$ cat src/common/cgc_defs.vh
// Register offsets, field positions, reset values and timing counts for the clock generator
`ifndef CGC_DEFS_VH
`define CGC_DEFS_VH

// ----------------------------------------------------------------
// Register byte offsets
// ----------------------------------------------------------------
`define CGC_OFS_MODE 4'h0
`define CGC_OFS_RUNSTOP 4'h1
`define CGC_OFS_STAB_STATUS 4'h2
`define CGC_OFS_STAB_SEL 4'h3
`define CGC_OFS_SYSCLK 4'h4
`define CGC_OFS_FAST_OSC 4'h5
`define CGC_OFS_SPEED 4'h6
`define CGC_OFS_REGULATOR 4'h7
`define CGC_OFS_PERIPH 4'h8
`define CGC_OFS_STATUS 4'h9

// ----------------------------------------------------------------
// Field positions
// ----------------------------------------------------------------
`define CGC_MODE_HIGH_GAIN 0
`define CGC_RS_INT_STOP 0
`define CGC_RS_SUB_STOP 6
`define CGC_RS_MAIN_STOP 7
`define CGC_CK_DIV_LO 0
`define CGC_CK_DIV_HI 2
`define CGC_CK_MAIN_SEL 4
`define CGC_CK_CPU_SRC 6
`define CGC_FO_ENABLE 0
`define CGC_FO_SELECT 1
`define CGC_SP_FLASH_SPEED 0
`define CGC_SP_FLASH_LOW 1
`define CGC_SP_SUB_HALT_LP 7
`define CGC_PE_RTC 7

// ----------------------------------------------------------------
// Reset values and constants
// ----------------------------------------------------------------
`define CGC_RST_RUNSTOP 8'hc0
`define CGC_RST_STAB_SEL 8'h07
`define CGC_RST_SYSCLK 8'h09
`define CGC_RST_PERIPH 8'h00
`define CGC_REG_NORMAL 8'h00
`define CGC_REG_LOW 8'h5a
// Stall of 140.5 system clocks rounded up to whole cycles
`define CGC_STALL_HALF_CYCLES 9'd281
`define CGC_STALL_CYCLES 9'd141

`endif

$ cat src/rtl/cgc_clock_generator_control.v
// Clock generator control: oscillator mode, stabilization counter, clock select, speed mode
//
// Implementation choices: the register addresses and the Wishbone slave port.
`timescale 1ns/1ns
`include "cgc_defs.vh"
// What this block does
// - Mode register takes first byte write only
// - Status bits set in order, stay set until oscillator stop or STOP release restarts the wait
// - Counter stops at selected stabilization time
// - Selected clock feeds CPU and peripherals
// - Flash speed write stalls CPU 141 cycles (140.5 rounded up)
// - Flash low-power bit cleared only by reset
module cgc_clock_generator_control #(
	parameter STAB_W = 19
)(
	// Clock and reset
	input wire mclk,
	input wire rst,
	// Wishbone slave
	input wire wb_cyc_i,
	input wire wb_stb_i,
	input wire wb_we_i,
	input wire [3:0] wb_adr_i,
	input wire [7:0] wb_dat_i,
	input wire wb_sel_i,
	output reg [7:0] wb_dat_o,
	output reg wb_ack_o,
	output wire wb_err_o,
	// Oscillator controls
	output reg main_osc_stop,
	output reg sub_osc_stop,
	output reg internal_osc_stop,
	output reg main_osc_high_gain,
	output reg [7:0] osc_mode_config,
	output reg fast_internal_enable,
	output reg fast_internal_select,
	// Oscillator stabilization inputs
	input wire main_osc_tick,
	input wire stop_release,
	// Clock routing
	output reg cpu_source_select,
	output reg main_source_select,
	output reg [2:0] main_divider_field,
	output reg periph_clock_enable,
	output reg rtc_clock_enable,
	output reg [6:0] peripheral_enable,
	// CPU and power state
	input wire sub_halt,
	output wire cpu_stall,
	output reg flash_speed_mode,
	output reg flash_low_power_mode,
	output reg sub_halt_low_power,
	output reg [7:0] regulator_mode
);

	// ----------------------------------------------------------------
	// Bus decode
	// ----------------------------------------------------------------
	wire req;
	wire wr;
	reg mode_written;
	reg [7:0] run_stop;
	reg [7:0] stab_sel;
	reg [7:0] sysclk;
	reg [7:0] stab_status;
	reg [STAB_W-1:0] stab_count;
	reg [8:0] stall_count;
	reg [7:0] next_rdata;
	wire [STAB_W-1:0] stab_limit;
	wire [7:0] thr_hit;

	assign req = wb_cyc_i & wb_stb_i & ~wb_ack_o;
	assign wr = req & wb_we_i & wb_sel_i;
	assign wb_err_o = 1'b0;

	always @(posedge mclk)
	begin
		if (rst)
			wb_ack_o <= 1'b0;
		else
			wb_ack_o <= req;
	end

	// ----------------------------------------------------------------
	// Write-once oscillator mode
	// ----------------------------------------------------------------
	always @(posedge mclk)
	begin
		if (rst)
		begin
			mode_written <= 1'b0;
			osc_mode_config <= 8'h00;
			main_osc_high_gain <= 1'b0;
		end
		else if (wr && wb_adr_i == `CGC_OFS_MODE && !mode_written)
		begin
			mode_written <= 1'b1;
			osc_mode_config <= wb_dat_i;
			main_osc_high_gain <= wb_dat_i[`CGC_MODE_HIGH_GAIN];
		end
	end

	// ----------------------------------------------------------------
	// Control registers
	// ----------------------------------------------------------------
	always @(posedge mclk)
	begin
		if (rst)
		begin
			run_stop <= `CGC_RST_RUNSTOP;
			stab_sel <= `CGC_RST_STAB_SEL;
			sysclk <= `CGC_RST_SYSCLK;
			fast_internal_enable <= 1'b0;
			fast_internal_select <= 1'b0;
			flash_speed_mode <= 1'b0;
			flash_low_power_mode <= 1'b0;
			sub_halt_low_power <= 1'b0;
			regulator_mode <= `CGC_REG_NORMAL;
			rtc_clock_enable <= 1'b0;
			peripheral_enable <= 7'h00;
		end
		else if (wr)
		begin
			case (wb_adr_i)
				`CGC_OFS_RUNSTOP: run_stop <= wb_dat_i;
				`CGC_OFS_STAB_SEL: stab_sel <= {5'h00, wb_dat_i[2:0]};
				`CGC_OFS_SYSCLK: sysclk <= wb_dat_i;
				`CGC_OFS_FAST_OSC:
				begin
					fast_internal_enable <= wb_dat_i[`CGC_FO_ENABLE];
					fast_internal_select <= wb_dat_i[`CGC_FO_SELECT];
				end
				`CGC_OFS_SPEED:
				begin
					flash_speed_mode <= wb_dat_i[`CGC_SP_FLASH_SPEED];
					flash_low_power_mode <= flash_low_power_mode |
						wb_dat_i[`CGC_SP_FLASH_LOW];
					sub_halt_low_power <= wb_dat_i[`CGC_SP_SUB_HALT_LP];
				end
				`CGC_OFS_REGULATOR: regulator_mode <= wb_dat_i;
				`CGC_OFS_PERIPH:
				begin
					rtc_clock_enable <= wb_dat_i[`CGC_PE_RTC];
					peripheral_enable <= wb_dat_i[6:0];
				end
				default: ;
			endcase
		end
	end

	always @*
	begin
		main_osc_stop = run_stop[`CGC_RS_MAIN_STOP];
		sub_osc_stop = run_stop[`CGC_RS_SUB_STOP];
		internal_osc_stop = run_stop[`CGC_RS_INT_STOP];
		// one clock for CPU and peripherals
		cpu_source_select = sysclk[`CGC_CK_CPU_SRC];
		main_source_select = sysclk[`CGC_CK_MAIN_SEL];
		main_divider_field = sysclk[`CGC_CK_DIV_HI:`CGC_CK_DIV_LO];
		// only RTC in low-power sub HALT
		periph_clock_enable = ~(sub_halt & sub_halt_low_power);
	end

	// ----------------------------------------------------------------
	// Stabilization counter
	// ----------------------------------------------------------------
	// Threshold n is 2^(8+n) main oscillator ticks; selection caps the count
	assign stab_limit = {{(STAB_W-1){1'b0}}, 1'b1} << (5'd8 + {2'b00, stab_sel[2:0]});

	genvar gi;
	generate
		for (gi = 0; gi < 8; gi = gi + 1)
		begin : g_thr
			assign thr_hit[gi] = stab_count >= ({{(STAB_W-1){1'b0}}, 1'b1} << (8 + gi));
		end
	endgenerate

	always @(posedge mclk)
	begin
		// Stopped oscillator or STOP release restarts the wait
		if (rst || main_osc_stop || stop_release)
		begin
			stab_count <= {STAB_W{1'b0}};
			stab_status <= 8'h00;
		end
		else
		begin
			if (main_osc_tick && stab_count < stab_limit)
				stab_count <= stab_count + {{(STAB_W-1){1'b0}}, 1'b1};
			stab_status <= stab_status | thr_hit;
		end
	end

	// ----------------------------------------------------------------
	// CPU stall on flash speed write
	// ----------------------------------------------------------------
	// Half-cycle stall rounded up: CPU waits one whole extra clock
	always @(posedge mclk)
	begin
		if (rst)
			stall_count <= 9'd0;
		else if (wr && wb_adr_i == `CGC_OFS_SPEED && wb_dat_i[`CGC_SP_FLASH_SPEED])
			stall_count <= `CGC_STALL_CYCLES;
		else if (stall_count != 9'd0)
			stall_count <= stall_count - 9'd1;
	end

	assign cpu_stall = stall_count != 9'd0;

	// ----------------------------------------------------------------
	// Read back
	// ----------------------------------------------------------------
	always @*
	begin
		next_rdata = 8'h00;
		case (wb_adr_i)
			`CGC_OFS_MODE: next_rdata = osc_mode_config;
			`CGC_OFS_RUNSTOP: next_rdata = run_stop;
			`CGC_OFS_STAB_STATUS: next_rdata = stab_status;
			`CGC_OFS_STAB_SEL: next_rdata = stab_sel;
			`CGC_OFS_SYSCLK: next_rdata = sysclk;
			`CGC_OFS_FAST_OSC: next_rdata = {6'h00, fast_internal_select, fast_internal_enable};
			`CGC_OFS_SPEED: next_rdata = {sub_halt_low_power, 5'h00,
				flash_low_power_mode, flash_speed_mode};
			`CGC_OFS_REGULATOR: next_rdata = regulator_mode;
			`CGC_OFS_PERIPH: next_rdata = {rtc_clock_enable, peripheral_enable};
			`CGC_OFS_STATUS: next_rdata = {6'h00, cpu_stall, mode_written};
			default: next_rdata = 8'h00;
		endcase
	end

	always @(posedge mclk)
	begin
		if (rst)
			wb_dat_o <= 8'h00;
		else if (req)
			wb_dat_o <= next_rdata;
	end

endmodule // cgc_clock_generator_control
$ cat config.mk
export PLATFORM = sky130hd
export DESIGN_NAME = cgc_clock_generator_control
export DESIGN_NICKNAME = d
export VERILOG_FILES = /design/src/rtl/cgc_clock_generator_control.v
export VERILOG_INCLUDE_DIRS = /design/src /design/src/common
export SDC_FILE = /design/constraint.sdc
export NUM_CORES = 1
export LEC_CHECK = 0
export BUFFER_PORTS_ARGS = -buffer_cell sky130_fd_sc_hd__buf_2
export CORE_MARGIN = 3
export CORE_UTILIZATION = 35
export DETAILED_ROUTE_END_ITERATION = 8
export PLACE_DENSITY = 0.56
export SLEW_MARGIN = 20
export SYNTH_ARGS = -nofsm -noshare
export SYNTH_HDL_FRONTEND = slang
export SYNTH_SLANG_ARGS = --single-unit
$ cat constraint.sdc
create_clock -name mclk -period 4.6 [get_ports mclk]
set_input_delay 0.46 -clock mclk [delete_from_list [all_inputs] [get_ports mclk]]
set_output_delay 0.46 -clock mclk [all_outputs]
set_load 0.01 [all_outputs]
# ---- After elaboration in Yosys (flattened, before gate mapping)
# Index checks and enable logic that the tools add are counted.
dict set report totals {
  reg_bits 95
  latch_bits 0
  ram_bits 0
  romBits 0
  in_bits 21
  out_inout_bits 50
  word_cells 73
  memories 0
}
dict set report classes {
  n_addsub 3
  mul 0
  div_mod_pow 0
  n_lt_le_gt_ge 9
  eq_ne 9
  shift 1
  mux 3
  bitwise 9
  n_reduce_logical 19
}
# operator n
set ops {}
lappend ops {{8-bit one-hot mux with 10 select lines} 1}
lappend ops {{19-bit by 1-bit adder with 19-bit output (second input constant)} 1}
lappend ops {{19-bit by 10-bit >= comparator with 1-bit output (second input constant)} 1}
lappend ops {{19-bit by 11-bit >= comparator with 1-bit output (second input constant)} 1}
lappend ops {{19-bit by 12-bit >= comparator with 1-bit output (second input constant)} 1}
lappend ops {{19-bit by 13-bit >= comparator with 1-bit output (second input constant)} 1}
lappend ops {{19-bit by 14-bit >= comparator with 1-bit output (second input constant)} 1}
lappend ops {{19-bit by 15-bit >= comparator with 1-bit output (second input constant)} 1}
lappend ops {{19-bit by 16-bit >= comparator with 1-bit output (second input constant)} 1}
lappend ops {{19-bit by 9-bit >= comparator with 1-bit output (second input constant)} 1}
lappend ops {{19-bit less-than comparator} 1}
lappend ops {{1-bit by 5-bit << shifter with 19-bit output (first input constant)} 1}
lappend ops {{4-bit by 3-bit == test with 1-bit output (second input constant)} 4}
lappend ops {{8-bit 2-to-1 mux} 2}
lappend ops {{2-bit AND reduction} 7}
lappend ops {{9-bit nonzero test} 1}
lappend ops {{9-bit by 1-bit subtractor with 9-bit output (second input constant)} 1}
lappend ops {{4-bit by 2-bit == test with 1-bit output (second input constant)} 2}
lappend ops {{4-bit == test (second input constant)} 2}
lappend ops {{8-bit OR} 1}
lappend ops {{4-bit by 3-bit adder with 5-bit output (first input constant)} 1}
lappend ops {{1-bit bitwise AND} 5}
lappend ops {{1-bit logical AND} 5}
lappend ops {{4-bit by 1-bit == test with 1-bit output (second input constant)} 1}
lappend ops {{7 further kinds} 9}

# ---- Depth between registers and ports, before layout
# Gate-level depths: netlist of run 1.
dict set report logic_depth {
  depth_word 7
  mapped_depth 11
  depth_no_buf 8
}

# ---- Least setup slack after synthesis of run 1
# OpenSTA, ideal clock, no wires.
dict set report synth_path {
  path_type {register -> register}
  from {register stab_sel[2]}
  to {register stab_count[13]}
  setup_time_ns 0.070
  arrival_ns 2.690
  required_ns 4.530
  path_slack_ns 1.840
  stages_incl_launch_ff 10
  n_path_buf 2
  period_less_slack_ns 2.760
  cell_sequence {dfxtp_1 clkbuf_1 or3b_2 ha_1 a211o_1 a2111oi_4 a21oi_2 buf_6 or4_1 a21oi_1}
}
dict set report synth_via {
  elab_chain_len 4
}
# element line
set synth_rtl {}
lappend synth_rtl {{start, declared} cgc_clock_generator_control.v:63} ;# reg [7:0] stab_sel;
lappend synth_rtl {{start signal, assigned} cgc_clock_generator_control.v:111} ;# stab_sel <= `CGC_RST_STAB_SEL;
lappend synth_rtl {{start signal, assigned} cgc_clock_generator_control.v:126} ;# `CGC_OFS_STAB_SEL: stab_sel <= {5'h00, wb_dat_i[2:0]};
lappend synth_rtl {{4-bit by 3-bit adder with 5-bit output} cgc_clock_generator_control.v:168} ;# assign stab_limit = {{(STAB_W-1){1'b0}}, 1'b1} << (5'd8 + {2'b00, stab_sel[2:0]});
lappend synth_rtl {{1-bit by 5-bit << shifter with 19-bit output} cgc_clock_generator_control.v:168}
lappend synth_rtl {{19-bit less-than comparator} cgc_clock_generator_control.v:188} ;# if (main_osc_tick && stab_count < stab_limit)
lappend synth_rtl {{1-bit logical AND} cgc_clock_generator_control.v:188}
lappend synth_rtl {{end signal, assigned} cgc_clock_generator_control.v:183} ;# stab_count <= {STAB_W{1'b0}};
lappend synth_rtl {{end signal, assigned} cgc_clock_generator_control.v:189} ;# stab_count <= stab_count + {{(STAB_W-1){1'b0}}, 1'b1};
lappend synth_rtl {{end, declared} cgc_clock_generator_control.v:66} ;# reg [STAB_W-1:0] stab_count;
# Every way passes these cells.
# A chain may end at the register's enable or synchronous reset.

# ---- Worst setup path after layout of run 1
dict set report layout_path {
  from {input port wb_adr_i[2]}
  to {register regulator_mode[7]}
}
dict set report layout_via {
  elab_chain_len 2
}
# element line
set layout_rtl {}
lappend layout_rtl {{start, declared} cgc_clock_generator_control.v:23} ;# input wire [3:0] wb_adr_i,
lappend layout_rtl {{4-bit by 3-bit == test with 1-bit output} cgc_clock_generator_control.v:124} ;# case (wb_adr_i)
lappend layout_rtl {{2-bit AND reduction (no line)} --}
lappend layout_rtl {{end signal, assigned} cgc_clock_generator_control.v:118} ;# regulator_mode <= `CGC_REG_NORMAL;
lappend layout_rtl {{end signal, assigned} cgc_clock_generator_control.v:140} ;# `CGC_OFS_REGULATOR: regulator_mode <= wb_dat_i;
lappend layout_rtl {{end, declared} cgc_clock_generator_control.v:53} ;# output reg [7:0] regulator_mode
# Every way passes these cells.

==> results by group, run 1 <==
Timing
  • Fin Setup TNS: 0 ns
  • Final setup fails: 0
  • RSZ-0062 raised after global routing: false
  • Slew HR: 43.6%
  • Achievable Freq: 0.338 GHz
  • Final-report hold violation count: 0
  • Final Skew: 0.00759 ns
  • Worst Slack Setup Final: 1.64 ns
  • Worst-Margin Slew: 0.840 ns
  • Crit share post-route: 64.3%
  • Slew Viols, Final: 0
  • Clock period minus final worst setup slack: 2.96 ns

Critical path
  • Most frequent CP cell: nor2_1
  • Buf/Inv on CP: 1
  • Crit path max fanout: 22
  • Setup crit start kind: input pin
  • Element type at the critical path end: flip-flop
  • Required time of the worst setup path: 4.81 ns
  • Crit path largest cell delay: 0.83 ns
  • Worst path cell trace: buf_2 > nor2b_1 > nand4_1 > nor2_1 > mux2i_1 > nor2_1
  • Critical path class: in -> reg
  • Largest delay contributor family on the critical path: simple AND/OR/NAND/NOR gates
  • CP max stage cell: nor2_1
  • R2R depth: 7
  • CP Depth: 6
  • Worst Path Arrival: 3.17 ns

Floorplanning
  • Core area: 0.0127 mm2
  • Initial core utilization: 36.0%
  • IO Count: 71
  • Die ar.: 0.0145 mm2
  • Core Rows: 41
  • Die W: 120 um
  • Die height: 120 um

CTS
  • CTS Hold Bufs: 0
  • Clk Tree Root Cell: clkbuf_16
  • Clk sinks: 94
  • CTS Buffer Depth: 2
  • Post-CTS Setup Inserts: 0
  • CTS tree: done
  • Clock Latency Late Sink: 0.35 ns
  • Clock transition at path regs: 0.07 ns
  • H-Tree Level Count: 3
  • Post-cts sizing count: 0
  • Cts bufs inserted: 9

Hold path
  • Hold/Removal Path Class: in -> reg
  • Hold Path Cell Cnt: 3

Power
  • Seq pwr share: 45.6%
  • Sw Pwr: 0.521 mW
  • Net Sw Frac: 27.1%
  • Comb pwr share: 15.7%
  • Worst vdd ir: 0.000186 V
  • Clock power frac: 38.7%
  • Cell-internal power: 1.40 mW
  • Pwr dens: 365 mW/mm2
  • Static Leak: 2.01 nW

Finish
  • FF+latch area: 0.00188 mm2
  • Layout Cells excl Fill: 741
  • Multi-input logic area: 0.00248 mm2
  • Fill cells: 1307
  • Share of layout cells above drive strength 1: 17.6%
  • Antenna diodes: 0
  • Core Util, Final: 41.5%
  • Area Overhead vs Synth: 15.2%
  • Final layout net count: 597

Place
  • Final Wtd Congestion: 0.881
  • Dpl cells: 725
  • Port-buffer cells: 69
  • Dpl ws: 1.37 ns
  • Detail Placement HPWL: 8.76 mm

Synthesis
  • Most common cell in the netlist: dfxtp_1
  • Post-synth top cells: dfxtp_1, nor2_1, mux2i_1
  • Yosys cell types: 60
  • Top cells by area, synth: dfxtp_1, mux2i_1, nor2_1, a21oi_1, ha_1
  • Synth Flop Type: dfxtp_1
  • Number of flops mapped to enable cells by yosys: 0
  • Synth area leader: dfxtp_1
  • Syn avg cell area: 8.80 um2
  • Syn Nets: 552
  • Yosys warns: 0
  • Flops & latches, synth: 94
  • Syn Inst Count: 519
  • Synthesized area: 0.00457 mm2
  • Synth async-reset ratio: 0%
  • Seq/Total Area, Yosys: 41.2%
  • Post-synth top area share: 41.2%

Global routing
  • First-pass GRT wire length: 20.0 mm
  • GRT overflow: 0
  • Total Routing Usage GR: 17.4%
  • Initial antenna violation count: 0
  • Largest net degree at the start of global routing: 70
  • Vias in the first global route: 3744

Routing
  • Vias/cell: 5.46
  • Remaining DRCs: 0
  • DRT antenna net count: 0
  • Drt initial violations: 285
  • WL/cell: 17.0 um
  • Routed WL: 12.6 mm
  • First drt pass iteration count: 5
  • Via count: 4044

Flow run
  • Max-Cap Viols: 0

Run status
  • Status: finished, final reports clean
-- metal layers --
metal | share of wire [%] | vias to the layer above | global-route usage [%]
li1 | - | 1963 | -
met1 | 48 | 1952 | 25.4
met2 | 45 | 119 | 26.1
met3 | 5.9 | 10 | 4.02
met4 | 0.90 | 0 | 4.39
met5 | 0 | - | 0
-- power groups by stage --
| stage | clock [mW] | combinational (mW) | sequential (mW) |
|---|---|---|---|
| after floorplan | 0 | 0.246 | 0.889 |
| after global routing | 0.793 | 0.336 | 0.879 |
| after global placement | 0 | 0.295 | 0.891 |
| final | 0.742 | 0.302 | 0.876 |
| after detailed placement | 0 | 0.301 | 0.894 |
| after CTS | 0.761 | 0.303 | 0.875 |
-- placed cells by master, fill, tap and decap left out, drive strengths merged, types with 4 or more instances in the layout --
master,count
and2,4
mux2i,41
dfxtp,94
a22oi,4
nand2b,6
nor2b,12
a211oi,4
nor2,64
clkbuf,10
nand3b,5
inv,10
nor3,18
nand2,30
nand4,6
or4,8
buf,70
a211o,10
a21oi,39
or3,13
xor2,4
o31ai,5
o21ai,27
nand3,19
a221oi,4
ha,12
clkinv,5
nor4,7
-- final timing paths --
kind,from,slack [ns],endpoint
max,wb_adr_i[2],1.64,regulator_mode[7]$_SDFFE_PP0P_
min,wb_dat_i[5],0.40,regulator_mode[5]$_SDFFE_PP0P_
max reg2reg,stab_sel[2]$_SDFFE_PP1P_,1.67,stab_count[15]$_SDFFE_PP0P_
min reg2reg,stab_status[2]$_SDFF_PP0_,0.45,stab_status[2]$_SDFF_PP0_
-- worst register-to-register path, stage by stage (launching register included) --
cell and delay [ns]:
dfxtp_1 0.47, or3b_2 0.48, ha_1 0.30, a211o_1 0.30
a2111oi_4 0.36, a21oi_4 0.24, or4_1 0.55, a21oi_1 0.16
-- state kept, by name, indices dropped and copies added (netlist names), 3 cells and up --
| name | cells |
|---|---|
| osc_mode_config | 8 |
| peripheral_enable | 7 |
| regulator_mode | 8 |
| run_stop | 8 |
| stab_count | 19 |
| stab_sel | 3 |
| stab_status | 8 |
| stall_count | 9 |
| sysclk | 8 |
| wb_dat_o | 8 |
-- logic make-up after synthesis --
kind of cell	count (synthesis)	synth area share [%]
DFF	94	41.2
adders and majority gates	12	3.29
xor gates and xnor gates	7	1.34
AOI/OAI and AO/OA	112	16.1
muxes	44	9.97
other	1	0.0821
buffers and inverters	46	4.63
and+or+nand+nor	203	23.4
-- metrics by stage --
stage	hold WS [ns]	power, mW	area [um2]
5_1_grt	0.420	2.01	5260
6_report	0.402	1.92	5260
3_3_place_gp	0.439	1.19	4960
4_1_cts	0.387	1.94	5250
3_5_place_dp	0.444	1.19	4960
2_1_floorplan	0.425	1.14	4570
-- cell type report --
class | instances | share of cell area [%]
Sequential cell | 94 | 35.8
Clock buffer | 10 | 4.35
Timing Repair Buffer | 70 | 6.71
Tap cell | 172 | 4.09
Inverter | 10 | 0.714
Multi-Input combinational cell | 379 | 47.2
Clock inverter | 6 | 1.19
Note: power is estimated with default switching activity, not from simulation.
==> inputs of run 2 (changes only) <==
==> constraint.sdc (replaced) <==
create_clock -name mclk -period 3 [get_ports mclk]
set_input_delay 0.3 -clock mclk [delete_from_list [all_inputs] [get_ports mclk]]
set_output_delay 0.3 -clock mclk [all_outputs]
set_load 0.01 [all_outputs]
==> run 2 against run 1 <==
Against the previous run: setup slack lost 1.5 ns; wire length shrank 0.59%; core utilization grew 0.99 points; clock-buffer cell count is the same; critical path depth grew 1; total power grew 60%; final cell count grew 1.5%; flip-flop and latch count is the same; clock skew shrank 0.0015 ns; critical path type is now reg -> reg; largest cell class unchanged; largest power group unchanged.
==> results by group, run 2 (synthesis gave the netlist of run 1 again) <==
Run status
  • Status: finished, final reports clean

Floorplanning
  • Die ar.: 0.0145 mm2 (unchanged)
  • Die height: 120 um (unchanged)
  • Die W: 120 um (unchanged)
  • Initial core utilization: 36.0% (unchanged)
  • Core area: 0.0127 mm2 (unchanged)
  • Core Rows: 41 (unchanged)
  • IO Count: 71 (unchanged)

Finish
  • Final layout net count: 608 (+1.8%)
  • Commonest non-fill, non-tap cell in the layout: dfxtp_1
  • Multi-input logic area: 0.00248 mm2 (unchanged)
  • Layout Cells excl Fill: 752 (+1.5%)
  • FF+latch area: 0.00188 mm2 (unchanged)
  • Design area: 0.00539 mm2 (+2.4%)
  • Fill cells: 1332 (+1.9%)
  • Area Overhead vs Synth: 17.9%
  • Biggest register: stab_count
  • Top Registers: stab_count (19), stall_count (9)
  • Most frequent cells in the layout: dfxtp_1, buf_2, nor2_1, mux2i_1, a21oi_1
  • Number of flip-flops in the largest register: 19 (unchanged)
  • Share of layout cells above drive strength 1: 19.3% (+1.7 points)
  • Core Util, Final: 42.5% (+0.99 points)
  • Antenna diodes: 0 (unchanged)

Critical path
  • Required time of the worst setup path: 3.27 ns (-1.54 ns)
  • CP max stage cell: or4_1
  • Setup crit start kind: flip-flop
  • Worst Path Arrival: 3.12 ns (-0.05 ns)
  • Crit path max fanout: 30 (+36%)
  • Crit path largest cell delay: 0.56 ns (-0.27 ns)
  • Element type at the critical path end: flip-flop
  • Worst path cell trace: or3b_2 > ha_1 > a211o_1 > a2111oi_4 > a21oi_4 > or4_1 > a21oi_1
  • Critical path class: reg -> reg

Power
  • Comb pwr share: 15.2% (-0.5 points)
  • Cell-internal power: 2.26 mW (+62%)
  • Static Leak: 2.08 nW (+3.5%)
  • Worst vdd ir: 0.000304 V (+63%)
  • Seq pwr share: 43.6% (-2.0 points)
  • Pwr dens: 571 mW/mm2 (+57%)
  • Net Sw Frac: 26.4% (-0.71 points)
  • Sw Pwr: 0.812 mW (+56%)
  • Clock power frac: 41.2% (+2.5 points)

Timing
  • Achievable Freq: 0.351 GHz
  • Worst-Margin Slew: 0.820 ns (-0.0199 ns)
  • Clock period minus final worst setup slack: 2.85 ns
  • Slew HR: 45.3% (+1.7 points)
  • Fin Setup TNS: 0 ns (unchanged)
  • Final-report hold violation count: 0 (unchanged)
  • Worst Slack Setup Final: 0.153 ns (-1.49 ns)
  • Final setup fails: 0 (unchanged)
  • Slew Viols, Final: 0 (unchanged)
  • Final Skew: 0.00608 ns (-0.00151 ns)
  • Crit share post-route: 94.9%
  • RSZ-0062 raised after global routing: false

CTS
  • Post-CTS Setup Inserts: 0 (unchanged)
  • CTS Hold Bufs: 0 (unchanged)
  • H-Tree Level Count: 3 (unchanged)
  • Post-cts sizing count: 0 (unchanged)
  • CTS Buffer Depth: 2 (unchanged)
  • Clock transition at path regs: 0.07 ns (about the same)
  • Clk sinks: 94 (unchanged)
  • Clk Tree Root Cell: clkbuf_16
  • CTS tree: done
  • Clock Latency Late Sink: 0.35 ns (about the same)
  • Cts bufs inserted: 9 (unchanged)

Hold path
  • Hold/Removal Path Class: in -> reg

Routing
  • WL/cell: 16.7 um (-2.0%)
  • Vias/cell: 5.38 (-1.5%)
  • Drt initial violations: 315 (+11%)
  • Routed WL: 12.5 mm (-0.59%)
  • Via count: 4042 (-0.049%)
  • First drt pass iteration count: 5 (unchanged)
  • DRT antenna net count: 0 (unchanged)
  • Remaining DRCs: 0 (unchanged)

Place
  • Port-buffer cells: 69 (unchanged)
  • Detail Placement HPWL: 8.92 mm (+1.8%)
  • Post-Place Cell Area: 0.00504 mm2 (+1.7%)
  • Final Wtd Congestion: 0.821 (-6.8%)
  • Dpl ws: 0.107 ns (-1.26 ns)
  • Dpl cells: 736 (+1.5%)

Global routing
  • Total Routing Usage GR: 17.9% (+0.44 points)
  • Initial antenna violation count: 0 (unchanged)
  • Vias in the first global route: 3829 (+2.3%)
  • Largest net degree at the start of global routing: 43 (-39%)
  • GRT overflow: 0 (unchanged)
  • First-pass GRT wire length: 20.5 mm (+2.2%)

Flow run
  • Max-Cap Viols: 0 (unchanged)
-- run 2: changes by cell type in the layout (fill, tap and decap cells not counted) --
cell,change
clkinv_2,-3
clkinv_4,+2
bufinv_16,+1
clkbuf_8,+1
buf_4,+11
clkbuf_1,-1
-- run 2: layer usage --
metal	up-vias	GRT usage, %	wire (um)
met5	-	0	0
met4	0	4.82	157
met3	9	4.35	658
met2	97	27.0	5670
met1	1960	25.5	6030
li1	1976	-	-
-- run 2: worst paths after layout --
check	endpoint	slack, ns	startpoint	cells past startpoint
max	stab_count[8]$_SDFFE_PP0P_	0.15	stab_sel[1]$_SDFFE_PP1P_	7
min	regulator_mode[4]$_SDFFE_PP0P_	0.24	wb_dat_i[4]	3
max reg2reg	stab_count[8]$_SDFFE_PP0P_	0.15	stab_sel[1]$_SDFFE_PP1P_	7
min reg2reg	stab_status[2]$_SDFF_PP0_	0.45	stab_status[2]$_SDFF_PP0_	2
-- run 2: cell type report --
| type | count | area share [%] |
|---|---|---|
| repair buffers | 81 | 8.09 |
| inverters | 10 | 0.697 |
| flip-flops and latches | 94 | 34.9 |
| clock buffers | 10 | 4.44 |
| multi-input cells | 379 | 46.1 |
| well taps | 172 | 4.00 |
| clock inverters | 6 | 1.77 |
-- run 2: stage by stage --
stage / hold WS, ns / total power, mW
3_3_place_gp: 0.440 / 1.82
2_1_floorplan: 0.418 / 1.74
4_1_cts: 0.226 / 3.12
5_1_grt: 0.241 / 3.22
3_5_place_dp: 0.439 / 1.84
6_report: 0.237 / 3.08
-- run 2: power groups by stage --
stage	logic [mW]	registers, mW	clock network (mW)
floorplan	0.378	1.36	0
global placement	0.458	1.37	0
detailed placement	0.472	1.37	0
CTS	0.475	1.34	1.30
global route	0.527	1.35	1.34
finish	0.467	1.34	1.27
-- run 2: worst max-delay path, delay by kind of cell, from the launching register on --
family / cells / cell delay (ns)
flops: 1 / 0.39
compound gates: 4 / 1.05
simple gates: 2 / 1.04
fa+ha+maj: 1 / 0.30
